### config.mk
export PLATFORM = sky130hd
export DESIGN_NAME = dlfr_regs
export DESIGN_NICKNAME = d
export VERILOG_FILES = /design/src/dlfr_pkg.sv /design/src/dlfr_regs.sv
export VERILOG_INCLUDE_DIRS = /design/src
export SDC_FILE = /design/constraint.sdc
export NUM_CORES = 1
export LEC_CHECK = 0
export BUFFER_PORTS_ARGS = -buffer_cell sky130_fd_sc_hd__buf_2
export CORE_UTILIZATION = 30
export DETAILED_ROUTE_END_ITERATION = 10
export PLACE_DENSITY = 0.58
export SYNTH_ARGS = -nofsm -noshare
export SYNTH_HDL_FRONTEND = slang
export SYNTH_SLANG_ARGS = --single-unit
### constraint.sdc
create_clock -name pclk -period 6.4 [get_ports pclk]
set_clock_uncertainty 0.15 [all_clocks]
set_input_delay 0.96 -clock pclk [delete_from_list [all_inputs] [get_ports pclk]]
set_output_delay 0.96 -clock pclk [all_outputs]
set_load 0.02 [all_outputs]
### src/dlfr_map.svh
// register map, field positions and reset values of the layer frame regs
//------------------------------------------------------------------------
//------------------------------------------------------------------------
`ifndef DLFR_MAP_SVH
`define DLFR_MAP_SVH

// register indices, byte address is four times the index
`define DLFR_IDX_CON_MODE   10'h020
`define DLFR_IDX_CON_ORG    10'h024
`define DLFR_IDX_CON_DISP   10'h028
`define DLFR_IDX_CON_X      10'h02C
`define DLFR_IDX_CON_Y      10'h02E
`define DLFR_IDX_WIN_MODE   10'h030
`define DLFR_IDX_WIN_ORG    10'h034
`define DLFR_IDX_WIN_DISP   10'h038
`define DLFR_IDX_STATUS     10'h03C
`define DLFR_IDX_ML_MODE    10'h040
`define DLFR_IDX_ML_ORG0    10'h044
`define DLFR_IDX_ML_DISP0   10'h048
`define DLFR_IDX_ML_ORG1    10'h04C
`define DLFR_IDX_ML_DISP1   10'h050
`define DLFR_IDX_ML_X       10'h054
`define DLFR_IDX_ML_Y       10'h056
`define DLFR_IDX_MR_MODE    10'h058

// field positions
`define DLFR_FMT_BIT        31
`define DLFR_FLIP_HI        30
`define DLFR_FLIP_LO        29
`define DLFR_WIDTH_HI       23
`define DLFR_WWIDTH_HI      21
`define DLFR_WIDTH_LO       16
`define DLFR_HEIGHT_HI      11
`define DLFR_ADDR_HI        25
`define DLFR_ORG_LO         4
`define DLFR_POS_HI         11

// reset values and unit shifts
`define DLFR_RST_ADDR       26'h0000000
`define DLFR_RST_POS        12'h000
`define DLFR_UNIT_SHIFT     6

`endif

### src/dlfr_pkg.sv
// types shared by the layer frame register bank
package dlfr_pkg;
	typedef logic [25:0] dlfr_addr_t;
	typedef logic [11:0] dlfr_pos_t;
	typedef enum logic [1:0] {
		DLFR_FLIP_F0  = 2'b00,
		DLFR_FLIP_F1  = 2'b01,
		DLFR_FLIP_ALT = 2'b10,
		DLFR_FLIP_RSV = 2'b11
	} dlfr_flip_t;
endpackage : dlfr_pkg

### src/dlfr_regs.sv
// layer frame register bank with apb slave and fetch parameter outputs
//
// Register access over APB was decided locally.
`timescale 1ns/10ps
`include "dlfr_map.svh"

module dlfr_regs (
	// clock and reset
	input  wire logic              pclk,
	input  wire logic              presetn,
	// apb slave
	input  wire logic              psel,
	input  wire logic              penable,
	input  wire logic              pwrite,
	input  wire logic [11:0]       paddr,
	input  wire logic [31:0]       pwdata,
	output logic      [31:0]       prdata,
	output logic                   pready,
	output logic                   pslverr,
	// display timing
	input  wire logic              frame_boundary,
	// console layer
	output dlfr_pkg::dlfr_addr_t   console_origin,
	output dlfr_pkg::dlfr_addr_t   console_fetch,
	output dlfr_pkg::dlfr_pos_t    console_x,
	output dlfr_pkg::dlfr_pos_t    console_y,
	output logic                   console_pixel_format,
	output logic      [13:0]       console_width_bytes,
	output logic      [12:0]       console_height,
	// window layer
	output dlfr_pkg::dlfr_addr_t   window_origin,
	output dlfr_pkg::dlfr_addr_t   window_fetch,
	output logic                   window_pixel_format,
	output logic      [11:0]       window_memory_width,
	// middle-left layer
	output dlfr_pkg::dlfr_addr_t   middle_left_origin,
	output dlfr_pkg::dlfr_addr_t   middle_left_fetch,
	output dlfr_pkg::dlfr_pos_t    middle_left_x,
	output dlfr_pkg::dlfr_pos_t    middle_left_y,
	output logic                   middle_left_pixel_format,
	output logic      [13:0]       middle_left_width,
	output logic      [12:0]       middle_left_height,
	output logic                   middle_left_frame,
	// middle-right layer
	output logic                   middle_right_pixel_format,
	output logic      [13:0]       middle_right_width,
	output logic      [12:0]       middle_right_height,
	output logic                   middle_right_frame
);
	import dlfr_pkg::*;

	//--------------------------------------------------------------
	// storage
	//--------------------------------------------------------------
	logic                 con_fmt;
	logic        [7:0]    con_w;
	logic        [11:0]   con_h;
	logic        [21:0]   con_org;
	dlfr_addr_t           con_disp;
	dlfr_pos_t            con_x;
	dlfr_pos_t            con_y;
	logic                 win_fmt;
	logic        [5:0]    win_w;
	logic        [21:0]   win_org;
	logic        [24:0]   win_disp;
	dlfr_pos_t            ml_x;
	dlfr_pos_t            ml_y;
	logic                 mid_fmt   [2];
	dlfr_flip_t           mid_flip  [2];
	logic        [7:0]    mid_w     [2];
	logic        [11:0]   mid_h     [2];
	logic                 mid_frame [2];
	logic        [21:0]   ml_org    [2];
	dlfr_addr_t           ml_disp   [2];
	logic        [13:0]   mid_wb    [2];
	logic        [12:0]   mid_hr    [2];

	//--------------------------------------------------------------
	// apb decode
	//--------------------------------------------------------------
	logic        [9:0]    idx;
	logic        [31:0]   next_prdata;
	logic                 next_pslverr;
	logic                 wr_en;

	assign idx = paddr[11:2];
	// commit only at the completing edge, so a held request writes once
	assign wr_en = psel & penable & pready & pwrite & ~next_pslverr;

	// read mux, reserved bits stay zero
	always_comb begin
		next_prdata  = 32'h0000_0000;
		next_pslverr = 1'b0;
		case (idx)
			`DLFR_IDX_CON_MODE: begin
				next_prdata = {con_fmt, 7'h00, con_w, 4'h0, con_h};
			end
			`DLFR_IDX_CON_ORG: begin
				next_prdata = {6'h00, con_org, 4'h0};
			end
			`DLFR_IDX_CON_DISP: begin
				next_prdata = {6'h00, con_disp[25:1],
					con_disp[0] & ~con_fmt};
			end
			`DLFR_IDX_CON_X: begin
				next_prdata = {20'h00000, con_x};
			end
			`DLFR_IDX_CON_Y: begin
				next_prdata = {20'h00000, con_y};
			end
			`DLFR_IDX_WIN_MODE: begin
				next_prdata = {win_fmt, 9'h000, win_w, 16'h0000};
			end
			`DLFR_IDX_WIN_ORG: begin
				next_prdata = {6'h00, win_org, 4'h0};
			end
			`DLFR_IDX_WIN_DISP: begin
				next_prdata = {6'h00, win_disp, 1'b0};
			end
			`DLFR_IDX_STATUS: begin
				next_prdata = {30'h0000_0000, mid_frame[1],
					mid_frame[0]};
			end
			`DLFR_IDX_ML_MODE: begin
				next_prdata = {mid_fmt[0], mid_flip[0], 5'h00,
					mid_w[0], 4'h0, mid_h[0]};
			end
			`DLFR_IDX_ML_ORG0: begin
				next_prdata = {6'h00, ml_org[0], 4'h0};
			end
			`DLFR_IDX_ML_DISP0: begin
				next_prdata = {6'h00, ml_disp[0][25:1],
					ml_disp[0][0] & ~mid_fmt[0]};
			end
			`DLFR_IDX_ML_ORG1: begin
				next_prdata = {6'h00, ml_org[1], 4'h0};
			end
			`DLFR_IDX_ML_DISP1: begin
				next_prdata = {6'h00, ml_disp[1][25:1],
					ml_disp[1][0] & ~mid_fmt[0]};
			end
			`DLFR_IDX_ML_X: begin
				next_prdata = {20'h00000, ml_x};
			end
			`DLFR_IDX_ML_Y: begin
				next_prdata = {20'h00000, ml_y};
			end
			`DLFR_IDX_MR_MODE: begin
				next_prdata = {mid_fmt[1], mid_flip[1], 5'h00,
					mid_w[1], 4'h0, mid_h[1]};
			end
			default: begin
				next_pslverr = 1'b1;
			end
		endcase
		// misaligned byte addresses map to nothing
		if (paddr[1:0] != 2'b00) begin
			next_prdata  = 32'h0000_0000;
			next_pslverr = 1'b1;
		end
	end

	// one wait state: answer is prepared in the first access cycle
	always_ff @(posedge pclk or negedge presetn) begin
		if (!presetn) begin
			pready  <= 1'b0;
			prdata  <= 32'h0000_0000;
			pslverr <= 1'b0;
		end else begin
			pready  <= psel & penable & ~pready;
			prdata  <= (psel & penable & ~pready & ~pwrite) ?
				next_prdata : 32'h0000_0000;
			pslverr <= psel & penable & ~pready & next_pslverr;
		end
	end

	//--------------------------------------------------------------
	// console, window and middle-left position registers
	//--------------------------------------------------------------
	// only documented fields are taken from the write data
	always_ff @(posedge pclk or negedge presetn) begin
		if (!presetn) begin
			con_fmt  <= 1'b0;
			con_w    <= 8'h00;
			con_h    <= 12'h000;
			con_org  <= 22'h000000;
			con_disp <= `DLFR_RST_ADDR;
			con_x    <= `DLFR_RST_POS;
			con_y    <= `DLFR_RST_POS;
		end else if (wr_en) begin
			case (idx)
				`DLFR_IDX_CON_MODE: begin
					con_fmt <= pwdata[`DLFR_FMT_BIT];
					con_w   <= pwdata[`DLFR_WIDTH_HI:`DLFR_WIDTH_LO];
					con_h   <= pwdata[`DLFR_HEIGHT_HI:0];
				end
				`DLFR_IDX_CON_ORG: begin
					con_org <= pwdata[`DLFR_ADDR_HI:`DLFR_ORG_LO];
				end
				`DLFR_IDX_CON_DISP: begin
					con_disp <= pwdata[`DLFR_ADDR_HI:0];
				end
				`DLFR_IDX_CON_X: begin
					con_x <= pwdata[`DLFR_POS_HI:0];
				end
				`DLFR_IDX_CON_Y: begin
					con_y <= pwdata[`DLFR_POS_HI:0];
				end
				default: begin
					con_fmt <= con_fmt;
				end
			endcase
		end
	end

	// window stores no bit 0 of its start at all
	always_ff @(posedge pclk or negedge presetn) begin
		if (!presetn) begin
			win_fmt  <= 1'b0;
			win_w    <= 6'h00;
			win_org  <= 22'h000000;
			win_disp <= 25'h0000000;
			ml_x     <= `DLFR_RST_POS;
			ml_y     <= `DLFR_RST_POS;
		end else if (wr_en) begin
			case (idx)
				`DLFR_IDX_WIN_MODE: begin
					win_fmt <= pwdata[`DLFR_FMT_BIT];
					win_w   <= pwdata[`DLFR_WWIDTH_HI:`DLFR_WIDTH_LO];
				end
				`DLFR_IDX_WIN_ORG: begin
					win_org <= pwdata[`DLFR_ADDR_HI:`DLFR_ORG_LO];
				end
				`DLFR_IDX_WIN_DISP: begin
					win_disp <= pwdata[`DLFR_ADDR_HI:1];
				end
				`DLFR_IDX_ML_X: begin
					ml_x <= pwdata[`DLFR_POS_HI:0];
				end
				`DLFR_IDX_ML_Y: begin
					ml_y <= pwdata[`DLFR_POS_HI:0];
				end
				default: begin
					win_fmt <= win_fmt;
				end
			endcase
		end
	end

	//--------------------------------------------------------------
	// middle layers, one instance of logic per layer
	//--------------------------------------------------------------
	genvar g;
	generate
		for (g = 0; g < 2; g++) begin : g_mid
			localparam logic [9:0] MODE_IDX = (g == 0) ?
				`DLFR_IDX_ML_MODE : `DLFR_IDX_MR_MODE;
			localparam logic [9:0] ORG_IDX = (g == 0) ?
				`DLFR_IDX_ML_ORG0 : `DLFR_IDX_ML_ORG1;
			localparam logic [9:0] DISP_IDX = (g == 0) ?
				`DLFR_IDX_ML_DISP0 : `DLFR_IDX_ML_DISP1;

			// mode fields of this middle layer
			always_ff @(posedge pclk or negedge presetn) begin
				if (!presetn) begin
					mid_fmt[g]  <= 1'b0;
					mid_flip[g] <= DLFR_FLIP_F0;
					mid_w[g]    <= 8'h00;
					mid_h[g]    <= 12'h000;
				end else if (wr_en && idx == MODE_IDX) begin
					mid_fmt[g]  <= pwdata[`DLFR_FMT_BIT];
					mid_flip[g] <= dlfr_flip_t'(
						pwdata[`DLFR_FLIP_HI:`DLFR_FLIP_LO]);
					mid_w[g] <= pwdata[`DLFR_WIDTH_HI:`DLFR_WIDTH_LO];
					mid_h[g] <= pwdata[`DLFR_HEIGHT_HI:0];
				end
			end

			// frame g address pair of the middle-left layer
			always_ff @(posedge pclk or negedge presetn) begin
				if (!presetn) begin
					ml_org[g]  <= 22'h000000;
					ml_disp[g] <= `DLFR_RST_ADDR;
				end else if (wr_en && idx == ORG_IDX) begin
					ml_org[g] <= pwdata[`DLFR_ADDR_HI:`DLFR_ORG_LO];
				end else if (wr_en && idx == DISP_IDX) begin
					ml_disp[g] <= pwdata[`DLFR_ADDR_HI:0];
				end
			end

			// shown frame moves only on the boundary pulse, so a
			// new flip code never tears the frame in progress
			always_ff @(posedge pclk or negedge presetn) begin
				if (!presetn) begin
					mid_frame[g] <= 1'b0;
				end else if (frame_boundary) begin
					case (mid_flip[g])
						DLFR_FLIP_F0: begin
							mid_frame[g] <= 1'b0;
						end
						DLFR_FLIP_F1: begin
							mid_frame[g] <= 1'b1;
						end
						DLFR_FLIP_ALT: begin
							mid_frame[g] <= ~mid_frame[g];
						end
						default: begin
							mid_frame[g] <= mid_frame[g];
						end
					endcase
				end
			end

			// width in bytes and height in rasters for the fetch
			always_ff @(posedge pclk or negedge presetn) begin
				if (!presetn) begin
					mid_wb[g] <= 14'h0000;
					mid_hr[g] <= 13'h0000;
				end else begin
					mid_wb[g] <= {mid_w[g], 6'h00};
					mid_hr[g] <= {1'b0, mid_h[g]} + 13'h0001;
				end
			end
		end
	endgenerate

	//--------------------------------------------------------------
	// fetch parameter outputs
	//--------------------------------------------------------------
	assign middle_left_width         = mid_wb[0];
	assign middle_left_height        = mid_hr[0];
	assign middle_left_frame         = mid_frame[0];
	assign middle_right_width        = mid_wb[1];
	assign middle_right_height       = mid_hr[1];
	assign middle_right_frame        = mid_frame[1];

	// console and window outputs, one cycle behind the registers
	always_ff @(posedge pclk or negedge presetn) begin
		if (!presetn) begin
			console_origin       <= `DLFR_RST_ADDR;
			console_fetch        <= `DLFR_RST_ADDR;
			console_x            <= `DLFR_RST_POS;
			console_y            <= `DLFR_RST_POS;
			console_pixel_format <= 1'b0;
			console_width_bytes  <= 14'h0000;
			console_height       <= 13'h0000;
			window_origin        <= `DLFR_RST_ADDR;
			window_fetch         <= `DLFR_RST_ADDR;
			window_pixel_format  <= 1'b0;
			window_memory_width  <= 12'h000;
		end else begin
			console_origin <= {con_org, 4'h0};
			console_fetch  <= {con_disp[25:1],
				con_disp[0] & ~con_fmt};
			console_x <= con_x;
			console_y <= con_y;
			console_pixel_format <= con_fmt;
			console_width_bytes  <= {con_w, 6'h00};
			console_height       <= {1'b0, con_h} + 13'h0001;
			window_origin <= {win_org, 4'h0};
			window_fetch  <= {win_disp, 1'b0};
			window_pixel_format <= win_fmt;
			window_memory_width <= {win_w, 6'h00};
		end
	end

	// middle-left fetch pair follows the shown frame
	always_ff @(posedge pclk or negedge presetn) begin
		if (!presetn) begin
			middle_left_origin        <= `DLFR_RST_ADDR;
			middle_left_fetch         <= `DLFR_RST_ADDR;
			middle_left_x             <= `DLFR_RST_POS;
			middle_left_y             <= `DLFR_RST_POS;
			middle_left_pixel_format  <= 1'b0;
			middle_right_pixel_format <= 1'b0;
		end else begin
			middle_left_origin <= {ml_org[mid_frame[0]], 4'h0};
			middle_left_fetch  <= {ml_disp[mid_frame[0]][25:1],
				ml_disp[mid_frame[0]][0] & ~mid_fmt[0]};
			middle_left_x <= ml_x;
			middle_left_y <= ml_y;
			middle_left_pixel_format  <= mid_fmt[0];
			middle_right_pixel_format <= mid_fmt[1];
		end
	end

endmodule : dlfr_regs

======== Word level (Yosys, flattened, before mapping) ========
Cells that the tools add are included.
word-level totals
  flip-flop bits (word level) ............. 613
  bits of input ports ..................... 50
  output and inout bits ................... 337
  logic and storage cells ................. 136
operators by class
  add/subtract/negate cells ............... 3
  magnitude comparators ................... 1
  eq/ne operators ......................... 21
  mux-type cells .......................... 13
  bitwise operators ....................... 21
  reductions and logical operators ........ 26
operators with widths
  cell                                                       number
  case mux 32 bit (17 select lines)                          1
  == test 10 x 6 -> 1 bit (second input constant)            9
  == test 10 x 7 -> 1 bit (second input constant)            8
  2-to-1 mux 26 bit                                          3
  2-to-1 mux 22 bit                                          3
  2-to-1 mux 32 bit                                          2
  adder 12 x 1 -> 13 bit (second input constant)             3
  AND reduction 2 bit                                        14
  OR reduction 17 bit                                        1
  AND 1 bit                                                  11
  NOT 1 bit                                                  9
  logical AND 1 bit                                          6
  case mux 1 bit (3 select lines)                            2
  nonzero test 3 bit                                         2
  == test 2 x 1 -> 1 bit (second input constant)             2
  == test 2 bit (second input constant)                      2
  logical NOT 2 bit                                          2
  greater-or-equal comparator 2 bit (second input constant)  1
  2-to-1 mux 1 bit                                           2
  NOT 1 -> 2 bit                                             1
  nonzero test 2 bit                                         1

======== Logic depth before layout (Yosys ltp) ========
Gate-level depths: netlist of run 1.
  word-level depth ........................ 9
  depth in mapped cells ................... 9

======== Least setup slack after synthesis of run 1 ========
No wires, ideal clock.
  path kind ............................... in2reg
  start ................................... in paddr[6]
  end ..................................... reg con_fmt
  library setup time ...................... 0.125 ns
  arrival ................................. 2.604 ns
  required time ........................... 6.125 ns
  slack ................................... 3.521 ns
  stages on the path ...................... 7
  path buffers ............................ 3
  cell sequence ........................... buf_4 > or4b_1 > buf_6 > nor3_4 > nand2_2 > buf_6 > mux2_2
on the way
  longest elaborated chain between the ends .. 7
RTL lines
  element                                                RTL line          RTL
  start, declared                                        dlfr_regs.sv:15   input wire logic [11:0] paddr,
  == test 10 x 7 -> 1 bit, or another cell as far along  dlfr_regs.sv:94   case (idx)
  OR reduction 17 bit (no line)                          -
  2-to-1 mux 1 bit                                       dlfr_regs.sv:94
  2-to-1 mux 1 bit                                       dlfr_regs.sv:157  if (paddr[1:0] != 2'b00) begin
  NOT 1 bit                                              dlfr_regs.sv:88   assign wr_en = psel & penable & pready & pwrite & ~next_pslverr;
  AND 1 bit                                              dlfr_regs.sv:88
  AND reduction 2 bit (no line) (*)                      -
  end signal, assigned                                   dlfr_regs.sv:193  con_fmt <= pwdata[`DLFR_FMT_BIT];
  end signal, assigned                                   dlfr_regs.sv:210  con_fmt <= con_fmt;
  end, declared                                          dlfr_regs.sv:55   logic con_fmt;
Mark *: on every way between the ends. The rest lies on a longest branch, timed or not.
A chain may end at the register's enable or synchronous reset.

======== Worst setup path in the final report of run 1 ========
  start ................................... in paddr[6]
  end ..................................... reg ml_y[2]
on the way
  longest elaborated chain between the ends .. 7
RTL lines
  element                                                RTL line          RTL
  == test 10 x 7 -> 1 bit, or another cell as far along  dlfr_regs.sv:94
  OR reduction 17 bit (no line)                          -
  2-to-1 mux 1 bit                                       dlfr_regs.sv:94
  2-to-1 mux 1 bit                                       dlfr_regs.sv:157
  NOT 1 bit                                              dlfr_regs.sv:88
  AND 1 bit                                              dlfr_regs.sv:88
  AND reduction 2 bit (no line) (*)                      -
  end signal, assigned                                   dlfr_regs.sv:224  ml_y <= `DLFR_RST_POS;
  end signal, assigned                                   dlfr_regs.sv:241  ml_y <= pwdata[`DLFR_POS_HI:0];
  end, declared                                          dlfr_regs.sv:67   dlfr_pos_t ml_y;
Marked as above.

==> impl_metrics.env, run 1 <==
export IMPL_grt_pass1_vias=15654
export IMPL_hpwl_um=54700
export IMPL_whs_ns=0.239
export IMPL_die_w_um=283
export IMPL_finalWorstPathRequiredPeriod_ns=4.11
export IMPL_die_height_um=283
export IMPL_placed_area_um2=26500
export IMPL_ys_async_sr_fraction_pct=100
export IMPL_clockBufferDepth=3
export IMPL_holdPathStages=0
export IMPL_cts_max_level=3
export IMPL_routabilityCongestion=0.847
export IMPL_synthesis_area_um2=23700
export IMPL_slew_viol_final=0
export IMPL_fp_row_count=102
export IMPL_layout_drive_gt1_share_pct=45.2
export IMPL_fin_area_um2=28700
export IMPL_initial_core_util_pct=30.4
export IMPL_finalSetupTns_ns=0
export IMPL_synth_avg_cell_area_um2=14.9
export IMPL_grt_overflow=0
export IMPL_yosysWarnings=0
export IMPL_cts_tree="done"
export IMPL_vdd_ir_drop_max_mv=0.137
export IMPL_critPathMaxFanout=23
export IMPL_grt_pass1_wl_um=116000
export IMPL_status="complete, no violations"
export IMPL_syn_to_final_growth_pct=21.2
export IMPL_wl_um=82000
export IMPL_layout_commonest_cell="dfrtp_1"
export IMPL_first_pass_iters=7
export IMPL_synth_edf_count=0
export IMPL_cts_resized=0
export IMPL_hold_path_class="register to register"
export IMPL_final_cell_mix="609 x dfrtp_1, 368 x mux2_2, 342 x buf_2, 69 x clkbuf_16, 56 x nand2_1"
export IMPL_finalHoldViolations=0
export IMPL_rr_startpoint="pready"
export IMPL_path_cells="buf_2, buf_4, and4bb_2, and3_1, nand2_1, mux2_2"
export IMPL_yosysTopAreaCellShare_pct=64.5
export IMPL_synth_top_area_cell="dfrtp_1"
export IMPL_ys_types=73
export IMPL_reg2reg_depth=6
export IMPL_ys_ff_latch=610
export IMPL_ys_seq_area_share_pct=64.5
export IMPL_startpoint_type="primary input"
export IMPL_grt_max_degree=153
export IMPL_ys_top_cells_by_area="dfrtp_1 65%, mux2_2 18%, a22oi_1 1.7%"
export IMPL_r2r_setup_slack_ns=3.27
export IMPL_io_pins=387
export IMPL_fin_crit_sh_pct=64.2
export IMPL_maxCapViolCount=0
export IMPL_drc=0
export IMPL_cts_sinks=610
export IMPL_relSlewSlack_pct=19.3
export IMPL_timing_fmax_mhz=243
export IMPL_nets=2006
export IMPL_postRouteAntennaNets=0
export IMPL_synth_ff_type="dfrtp_1"
export IMPL_cp_end_kind="register"
export IMPL_postCtsSetupBuffers=0
export IMPL_slowest_stage="and4bb_2"
export IMPL_via_per_inst=4.95
export IMPL_cts_root_buffer="clkbuf_16"
export IMPL_busiest_layer="met2"
export IMPL_antenna_found_initial=7
export IMPL_leakagePower_nw=14.9
export IMPL_clock_latency_ns=0.61
export IMPL_p_per_area_nw_per_um2=277
export IMPL_slowest_delay_ns=0.78
export IMPL_drt_initial_drc_count=969
export IMPL_grt_use_total_pct=20.5
export IMPL_regToRegEndpoint="mid_fmt[1]"
export IMPL_holdBufCountCts=0
export IMPL_core_um2=77700
export IMPL_worst_setup_path_type="primary input to register"
export IMPL_min_to="middle_left_width[6]"
export IMPL_arrival_ns=4.43
export IMPL_num_vias=15027
export IMPL_setup_viol=0
export IMPL_cts_buffers=68
export IMPL_clk_pin_slew_ns=0.06
export IMPL_synthCells=1592
export IMPL_grt_setup_unrepaired="no"
export IMPL_grtUsageMet1_pct=27.1
export IMPL_required_ns=6.72
export IMPL_portBuffers=343
export IMPL_tightest_slew_ns=1.21
export IMPL_wl_per_cell_um=27.0
export IMPL_dieArea_um2=80000
export IMPL_min_from="mid_w[8]"
export IMPL_grtUsageMet3_pct=4.24
export IMPL_use_met2_pct=33.7
through the flow:
step                      power, mW  worst slack, ns  util (%)  instances
after floorplan                4.05             3.52         -       1631
after global placement         4.19             1.66      34.1       2917
after CTS                      8.05             2.25      36.9       3035
after detailed placement       4.20             1.61      34.1       2917
after global routing           8.22             2.22      36.9       3035
final                          7.95             2.29      36.9       3036
registers in the layout, summed over array words and instances, names as in the netlist, 24 cells and up:
name / flops
con_disp: 26
console_fetch: 26
mid_h: 24
middle_left_fetch: 26
ml_disp: 52
ml_org: 44
prdata: 29
win_disp: 25
window_fetch: 25
report_power, final:
part / switching [mW] / internal [mW] / total [mW]
clock network: 1.57 / 2.26 / 3.83
logic: 0.215 / 0.0461 / 0.261
registers: 0.00192 / 3.86 / 3.86
total: 1.78 / 6.17 / 7.95
critical path, delay by kind of cell:
family | cells | cell delay [ns]
buffers and inverters | 2 | 1.03
muxes | 1 | 0.51
and+or+nand+nor | 3 | 1.90
final cells by class:
cell class / instances / area [µm²]
Clock inverter: 20 / 224
Multi-Input combinational cell: 868 / 7750
Sequential cell: 610 / 15300
Tap cell: 1040 / 1300
Fill cell: 7348 / 49100
Timing Repair Buffer: 388 / 2110
Inverter: 11 / 41.3
Antenna cell: 1 / 2.50
Clock buffer: 98 / 1970
cells by family after synthesis:
| logic type | share of synthesized area, % |
|---|---|
| AO/OA/AOI/OAI | 6.02 |
| XOR/XNOR | 1.11 |
| multiplexers | 19.6 |
| adder cells (fa/ha/maj) | 0.476 |
| buffers and inverters | 3.50 |
| flip-flops | 64.5 |
| AND/OR/NAND/NOR | 4.75 |
| other | 0.0159 |
synth_stat cells, types with 7 or more instances:
cell      instances
buf_2            41
nor2_1           28
and3_1           22
a32oi_1           7
a222oi_1          7
nand3_1          27
a221oi_1         11
a31oi_1           9
mux2_2          368
a22o_1           12
nor3_1            7
nand2b_1          8
inv_1            11
mux4_2           14
o21ai_0          21
nand2_1          57
buf_4            42
dfrtp_1         610
mux2i_1          18
xnor2_1          22
a21oi_1          28
buf_1             8
a22oi_1          55
clkbuf_1         45
xor2_1            8
ha_1              9
metal layers:
metal	wire length [µm]	up-vias	part of all wire [%]
met5	43	-	0.052
met4	2080	8	2.5
li1	-	6361	-
met3	4870	123	5.9
met1	35100	8028	43
met2	39900	507	49
how the worst max path moves through the flow:
stage,start,endpoint,slack (ns),depth (start not counted)
floorplan,paddr[6],con_fmt,3.52,7
global placement,paddr[6],ml_y[2],1.66,6
detailed placement,paddr[6],ml_y[2],1.61,6
CTS,paddr[6],ml_y[2],2.25,6
global route,paddr[6],prdata[2],2.22,7
finish,paddr[6],ml_y[2],2.29,6
Note: power is estimated with default switching activity, not from simulation.
==> run 2: changes to the inputs <==
Clock period 6.4 ns to 3.9 ns, I/O delays scaled along.
==> run 2 against run 1 <==
Compared with the run above: setup slack worse by 1.1 ns; utilization up 0.57 points; clock power up 70%; via count up 1.3%; hold slack worse by 0.18 ns; critical path depth unchanged; global-route usage down 0.15 points; flip-flop and latch count unchanged; sequential power up 64%; critical path type unchanged; largest cell class unchanged; highest routed layer unchanged.
==> impl_metrics.env, run 2 (synthesis results as in run 1) <==
export IMPL_finalWorstPathRequiredPeriod_ns=2.74
export IMPL_slew_viol_final=0
export IMPL_antenna_found_initial=14
export IMPL_whs_ns=0.0566
export IMPL_stdcell_count=3076
export IMPL_setup_viol=0
export IMPL_cts_buffers=67
export IMPL_postCtsSetupBuffers=0
export IMPL_syn_to_final_growth_pct=23.0
export IMPL_first_pass_iters=5
export IMPL_finalWorstSetupSlack_ns=1.16
export IMPL_status="complete, no violations"
export IMPL_hpwl_um=57400
export IMPL_dp_cells=2951
export IMPL_core_um2=77700
export IMPL_cts_root_buffer="clkbuf_16"
export IMPL_reg2reg_depth=5
export IMPL_initial_core_util_pct=30.4
export IMPL_grt_pass1_wl_um=115000
export IMPL_p_per_area_nw_per_um2=457
export IMPL_drt_initial_drc_count=1164
export IMPL_placed_area_um2=26800
export IMPL_holdPathStages=3
export IMPL_multi_input_area_um2=7750
export IMPL_dr_wl_met2_um=38800
export IMPL_num_vias=15226
export IMPL_largest_register_ffs=52
export IMPL_fill_cells=7430
export IMPL_cts_resized=0
export IMPL_grt_use_total_pct=20.4
export IMPL_die_w_um=283
export IMPL_finalHoldViolations=0
export IMPL_regToRegEndpoint="ml_y[6]"
export IMPL_cts_max_level=3
export IMPL_largest_register="ml_disp"
export IMPL_finalSetupTns_ns=0
export IMPL_io_pins=387
export IMPL_nets=2040
export IMPL_postRouteAntennaNets=0
export IMPL_layout_commonest_cell="dfrtp_1"
export IMPL_die_height_um=283
export IMPL_clock_latency_ns=0.61
export IMPL_portBuffers=343
export IMPL_fp_row_count=102
export IMPL_fin_area_um2=29100
export IMPL_timing_fmax_mhz=365
export IMPL_routabilityCongestion=0.882
export IMPL_vdd_ir_drop_max_mv=0.243
export IMPL_layout_drive_gt1_share_pct=46.4
export IMPL_required_ns=4.23
export IMPL_leakagePower_nw=15.1
export IMPL_grt_overflow=0
export IMPL_hold_path_class="primary input to register"
export IMPL_r2r_setup_slack_ns=1.40
export IMPL_seqCellArea_um2=15300
export IMPL_wl_um=81300
export IMPL_dr_max_layer_used="met5"
export IMPL_startpoint_type="primary input"
export IMPL_pre_cts_slack_ns=0.628
export IMPL_maxCapViolCount=0
export IMPL_grt_max_degree=102
export IMPL_top_regs="ml_disp x52, ml_org x44, prdata x29"
export IMPL_drc=0
export IMPL_clk_pin_slew_ns=0.06
export IMPL_critPathMaxFanout=18
export IMPL_cts_sinks=610
export IMPL_rr_startpoint="pready"
export IMPL_min_from="pwdata[29]"
export IMPL_cp_end_kind="register"
export IMPL_grt_setup_unrepaired="no"
export IMPL_fin_util_pct=37.5
export IMPL_total_power_mw=13.3
export IMPL_cts_tree="done"
export IMPL_wl_met3_um=5490
export IMPL_grt_pass1_vias=16115
export IMPL_dieArea_um2=80000
export IMPL_arrival_ns=3.06
export IMPL_clockBufferDepth=3
export IMPL_tightest_slew_ns=0.906
export IMPL_min_to="mid_flip[2]"
export IMPL_fin_crit_sh_pct=70.2
export IMPL_final_cell_mix="609 x dfrtp_1, 368 x mux2_2, 342 x buf_2, 73 x clkbuf_16, 70 x buf_4"
export IMPL_wl_per_cell_um=26.4
export IMPL_relSlewSlack_pct=39.4
export IMPL_via_per_inst=4.95
export IMPL_wl_met1_um=34200
export IMPL_worst_setup_path_type="primary input to register"
==> run 2: cell count changes in the layout (fill, tap and decap cells not counted), moves of 2 or more <==
cell	change
clkinvlp_4	+2
buf_4	+29
buf_12	+5
clkbuf_16	+4
clkinv_8	-2
inv_6	-2
clkbuf_1	-8
diode_2	+6
==> run 2: layer usage <==
metal  global-route usage, %  vias up
met5                       0        -
met4                    8.41       12
met3                    4.39      138
met2                    32.6      518
met1                    26.7     8108
li1                        -     6450
==> run 2: timing repair <==
action,4_1_cts,5_1_grt
endpoints found under the setup margin,0,0
hold buffers,1,0
endpoints found under the hold margin,74,0
==> run 2: report_power, final <==
| group | leakage [nW] | total [mW] | internal [mW] | switching (mW) |
|---|---|---|---|---|
| combinational | 5.52 | 0.432 | 0.0904 | 0.342 |
| sequential | 8.48 | 6.34 | 6.33 | 0.00989 |
| clock | 1.13 | 6.53 | 3.94 | 2.59 |
| total | 15.1 | 13.3 | 10.4 | 2.95 |
==> run 2: how the worst max path moves through the flow <==
stage,from,to,slack [ns],cells after the start
6_report,paddr[4],ml_x[6],1.16,6
5_1_grt,paddr[4],ml_x[11],1.10,6
4_1_cts,paddr[4],ml_x[6],1.27,6
3_5_place_dp,paddr[4],ml_x[6],0.63,6
3_3_place_gp,paddr[3],mid_w[3],0.72,7
2_1_floorplan,paddr[6],con_fmt,1.40,7
==> run 2: critical path: stages <==
cell	delay, ns
buf_2	0.37
nor2b_1	0.49
nand2_1	0.34
nor2_1	0.26
nand2_1	0.53
mux2_2	0.47
==> run 2: final cells by class <==
class                           count  area share (%)
Inverter                           11           0.142
Multi-Input combinational cell    868            26.6
Antenna cell                        7          0.0602
Tap cell                         1040            4.47
Clock buffer                       95            7.04
Sequential cell                   610            52.4
Clock inverter                     22           0.838
Timing Repair Buffer              423            8.39
==> run 3: changes to the inputs <==
Clock period 3.9 ns to 2.66 ns, I/O delays scaled along.
==> run 3 against run 2 <==
Compared with the run above: cell area increased by 1.2%; first-iteration DRC count increased by 20%; total power grew 40%; routed wire length barely moved; clock power up 31%; largest cell class unchanged; largest power group is now sequential cells.
==> impl_metrics.env, run 3 (synthesis results as in run 1) <==
export IMPL_finalSetupTns_ns=0
export IMPL_required_ns=2.11
export IMPL_cts_root_buffer="clkbuf_16"
export IMPL_p_comb_share_pct=3.7
export IMPL_p_per_area_nw_per_um2=630
export IMPL_postCtsSetupBuffers=0
export IMPL_layout_drive_gt1_share_pct=47.0
export IMPL_cp_end_kind="output pin"
export IMPL_finalWorstPathRequiredPeriod_ns=2.20
export IMPL_arrival_ns=1.65
export IMPL_die_w_um=283
export IMPL_first_pass_iters=8
export IMPL_slowest_delay_ns=0.75
export IMPL_path_cells="buf_2"
export IMPL_grt_setup_unrepaired="no"
export IMPL_grt_overflow=0
export IMPL_top_regs="ml_disp x52, ml_org x44, prdata x29"
export IMPL_crit_family="flip-flops"
export IMPL_slew_viol_final=0
export IMPL_dieArea_um2=80000
export IMPL_wl_um=81300
export IMPL_timing_fmax_mhz=455
export IMPL_startpoint_type="register"
export IMPL_portBuffers=343
export IMPL_largest_register_ffs=52
export IMPL_largest_register="ml_disp"
export IMPL_fill_cells=7363
export IMPL_p_clk_share_pct=46.2
export IMPL_cts_tree="done"
export IMPL_grt_pass1_wl_um=115000
export IMPL_setup_viol=0
export IMPL_initial_core_util_pct=30.4
export IMPL_whs_ns=0.0344
export IMPL_grt_pass1_vias=16131
export IMPL_final_cell_mix="609 x dfrtp_1, 368 x mux2_2, 342 x buf_2, 114 x buf_4, 62 x clkbuf_16"
export IMPL_cts_buffers=61
export IMPL_fin_crit_sh_pct=82.7
export IMPL_postRouteAntennaNets=0
export IMPL_internal_power_mw=14.5
export IMPL_via_per_inst=4.95
export IMPL_clock_latency_ns=0.64
export IMPL_clockBufferDepth=3
export IMPL_routabilityCongestion=0.887
export IMPL_worst_setup_path_type="register to output pin"
export IMPL_hpwl_um=59100
export IMPL_wl_per_cell_um=26.0
export IMPL_sw_frac_of_total_pct=22.0
export IMPL_fp_row_count=102
export IMPL_cts_max_level=2
export IMPL_maxCapViolCount=0
export IMPL_vdd_ir_drop_max_mv=0.472
export IMPL_nets=2101
export IMPL_drc=0
export IMPL_layout_commonest_cell="dfrtp_1"
export IMPL_hold_path_class="primary input to register"
export IMPL_drt_initial_drc_count=1397
export IMPL_path_buf_inv=1
export IMPL_antenna_found_initial=15
export IMPL_net_switching_power_mw=4.09
export IMPL_cts_sinks=610
export IMPL_finalHoldViolations=0
export IMPL_die_height_um=283
export IMPL_leakagePower_nw=15.3
export IMPL_clk_pin_slew_ns=0.06
export IMPL_syn_to_final_growth_pct=24.6
export IMPL_io_pins=387
export IMPL_relSlewSlack_pct=58.7
export IMPL_grt_use_total_pct=20.2
export IMPL_status="complete, no violations"
export IMPL_slowest_stage="dfrtp_2"
export IMPL_p_seq_share_pct=50.1
export IMPL_critPathMaxFanout=17
export IMPL_grt_max_degree=70
export IMPL_tightest_slew_ns=0.619
export IMPL_core_um2=77700
export IMPL_num_vias=15483
## run 3: through the flow
stage               std cells  worst slack, ns  utilization [%]  area, µm²  total power, mW
finish                   3130            0.460             37.9      29500             18.6
global route             3125            0.401             37.9      29500             19.2
CTS                      3123            0.400             37.9      29500             18.8
detailed placement       3005           0.0876             35.1      27300             10.1
global placement         3005           0.0917             35.1      27300             10.1
floorplan                1631            0.342                -      23800             9.74
## run 3: power by group through the flow
stage               Clock (mW)  Sequential [mW]  Combinational (mW)
finish                    8.58             9.29               0.688
CTS                       8.78             9.29               0.694
detailed placement           0             9.46               0.674
global route              9.16             9.29               0.747
floorplan                    0             9.46               0.273
global placement             0             9.46               0.660
## run 3: routing by layer
| metal | global-route usage, % | routed length [µm] |
|---|---|---|
| met2 | 32.3 | 38400 |
| met5 | 0 | 69 |
| met3 | 5.42 | 6530 |
| met4 | 8.39 | 3170 |
| met1 | 26.0 | 33200 |
## run 3: timing repair
item	in CTS	in global routing
hold buffers	14	0
gates resized for setup	0	0
hold endpoints to repair	101	0
## run 3: worst register-to-register path: cells and delay by family (launching register included)
family | cells | cell delay [ns]
buf+inv | 2 | 0.43
mux | 1 | 0.37
simple gates | 3 | 0.57
flops | 1 | 0.35
## run 3: final cells by class
| cell class | count | area [µm²] | share of cell area (%) |
|---|---|---|---|
| timing repair buffer | 490 | 3100 | 10.5 |
| multi-input combinational | 868 | 7750 | 26.3 |
| antenna | 7 | 17.5 | 0.0594 |
| sequential | 610 | 15300 | 51.8 |
| tap | 1040 | 1300 | 4.42 |
| clock inverter | 17 | 210 | 0.713 |
| clock buffer | 87 | 1790 | 6.06 |
| inverter | 11 | 41.3 | 0.140 |
## run 3: final timing paths
check / start / to / slack, ns / cells after the start
worst max-delay path: middle_left_frame / middle_left_frame / 0.46 / 1
worst min-delay path: pwdata[19] / con_org[15] / 0.03 / 2
worst max register to register: pready / mid_w[14] / 0.67 / 6
worst min register to register: mid_w[10] / middle_left_width[8] / 0.24 / 0
max in group asynchronous: presetn / win_org[9] / 1.27 / 3
min in group asynchronous: presetn / console_fetch[8] / 0.19 / 2
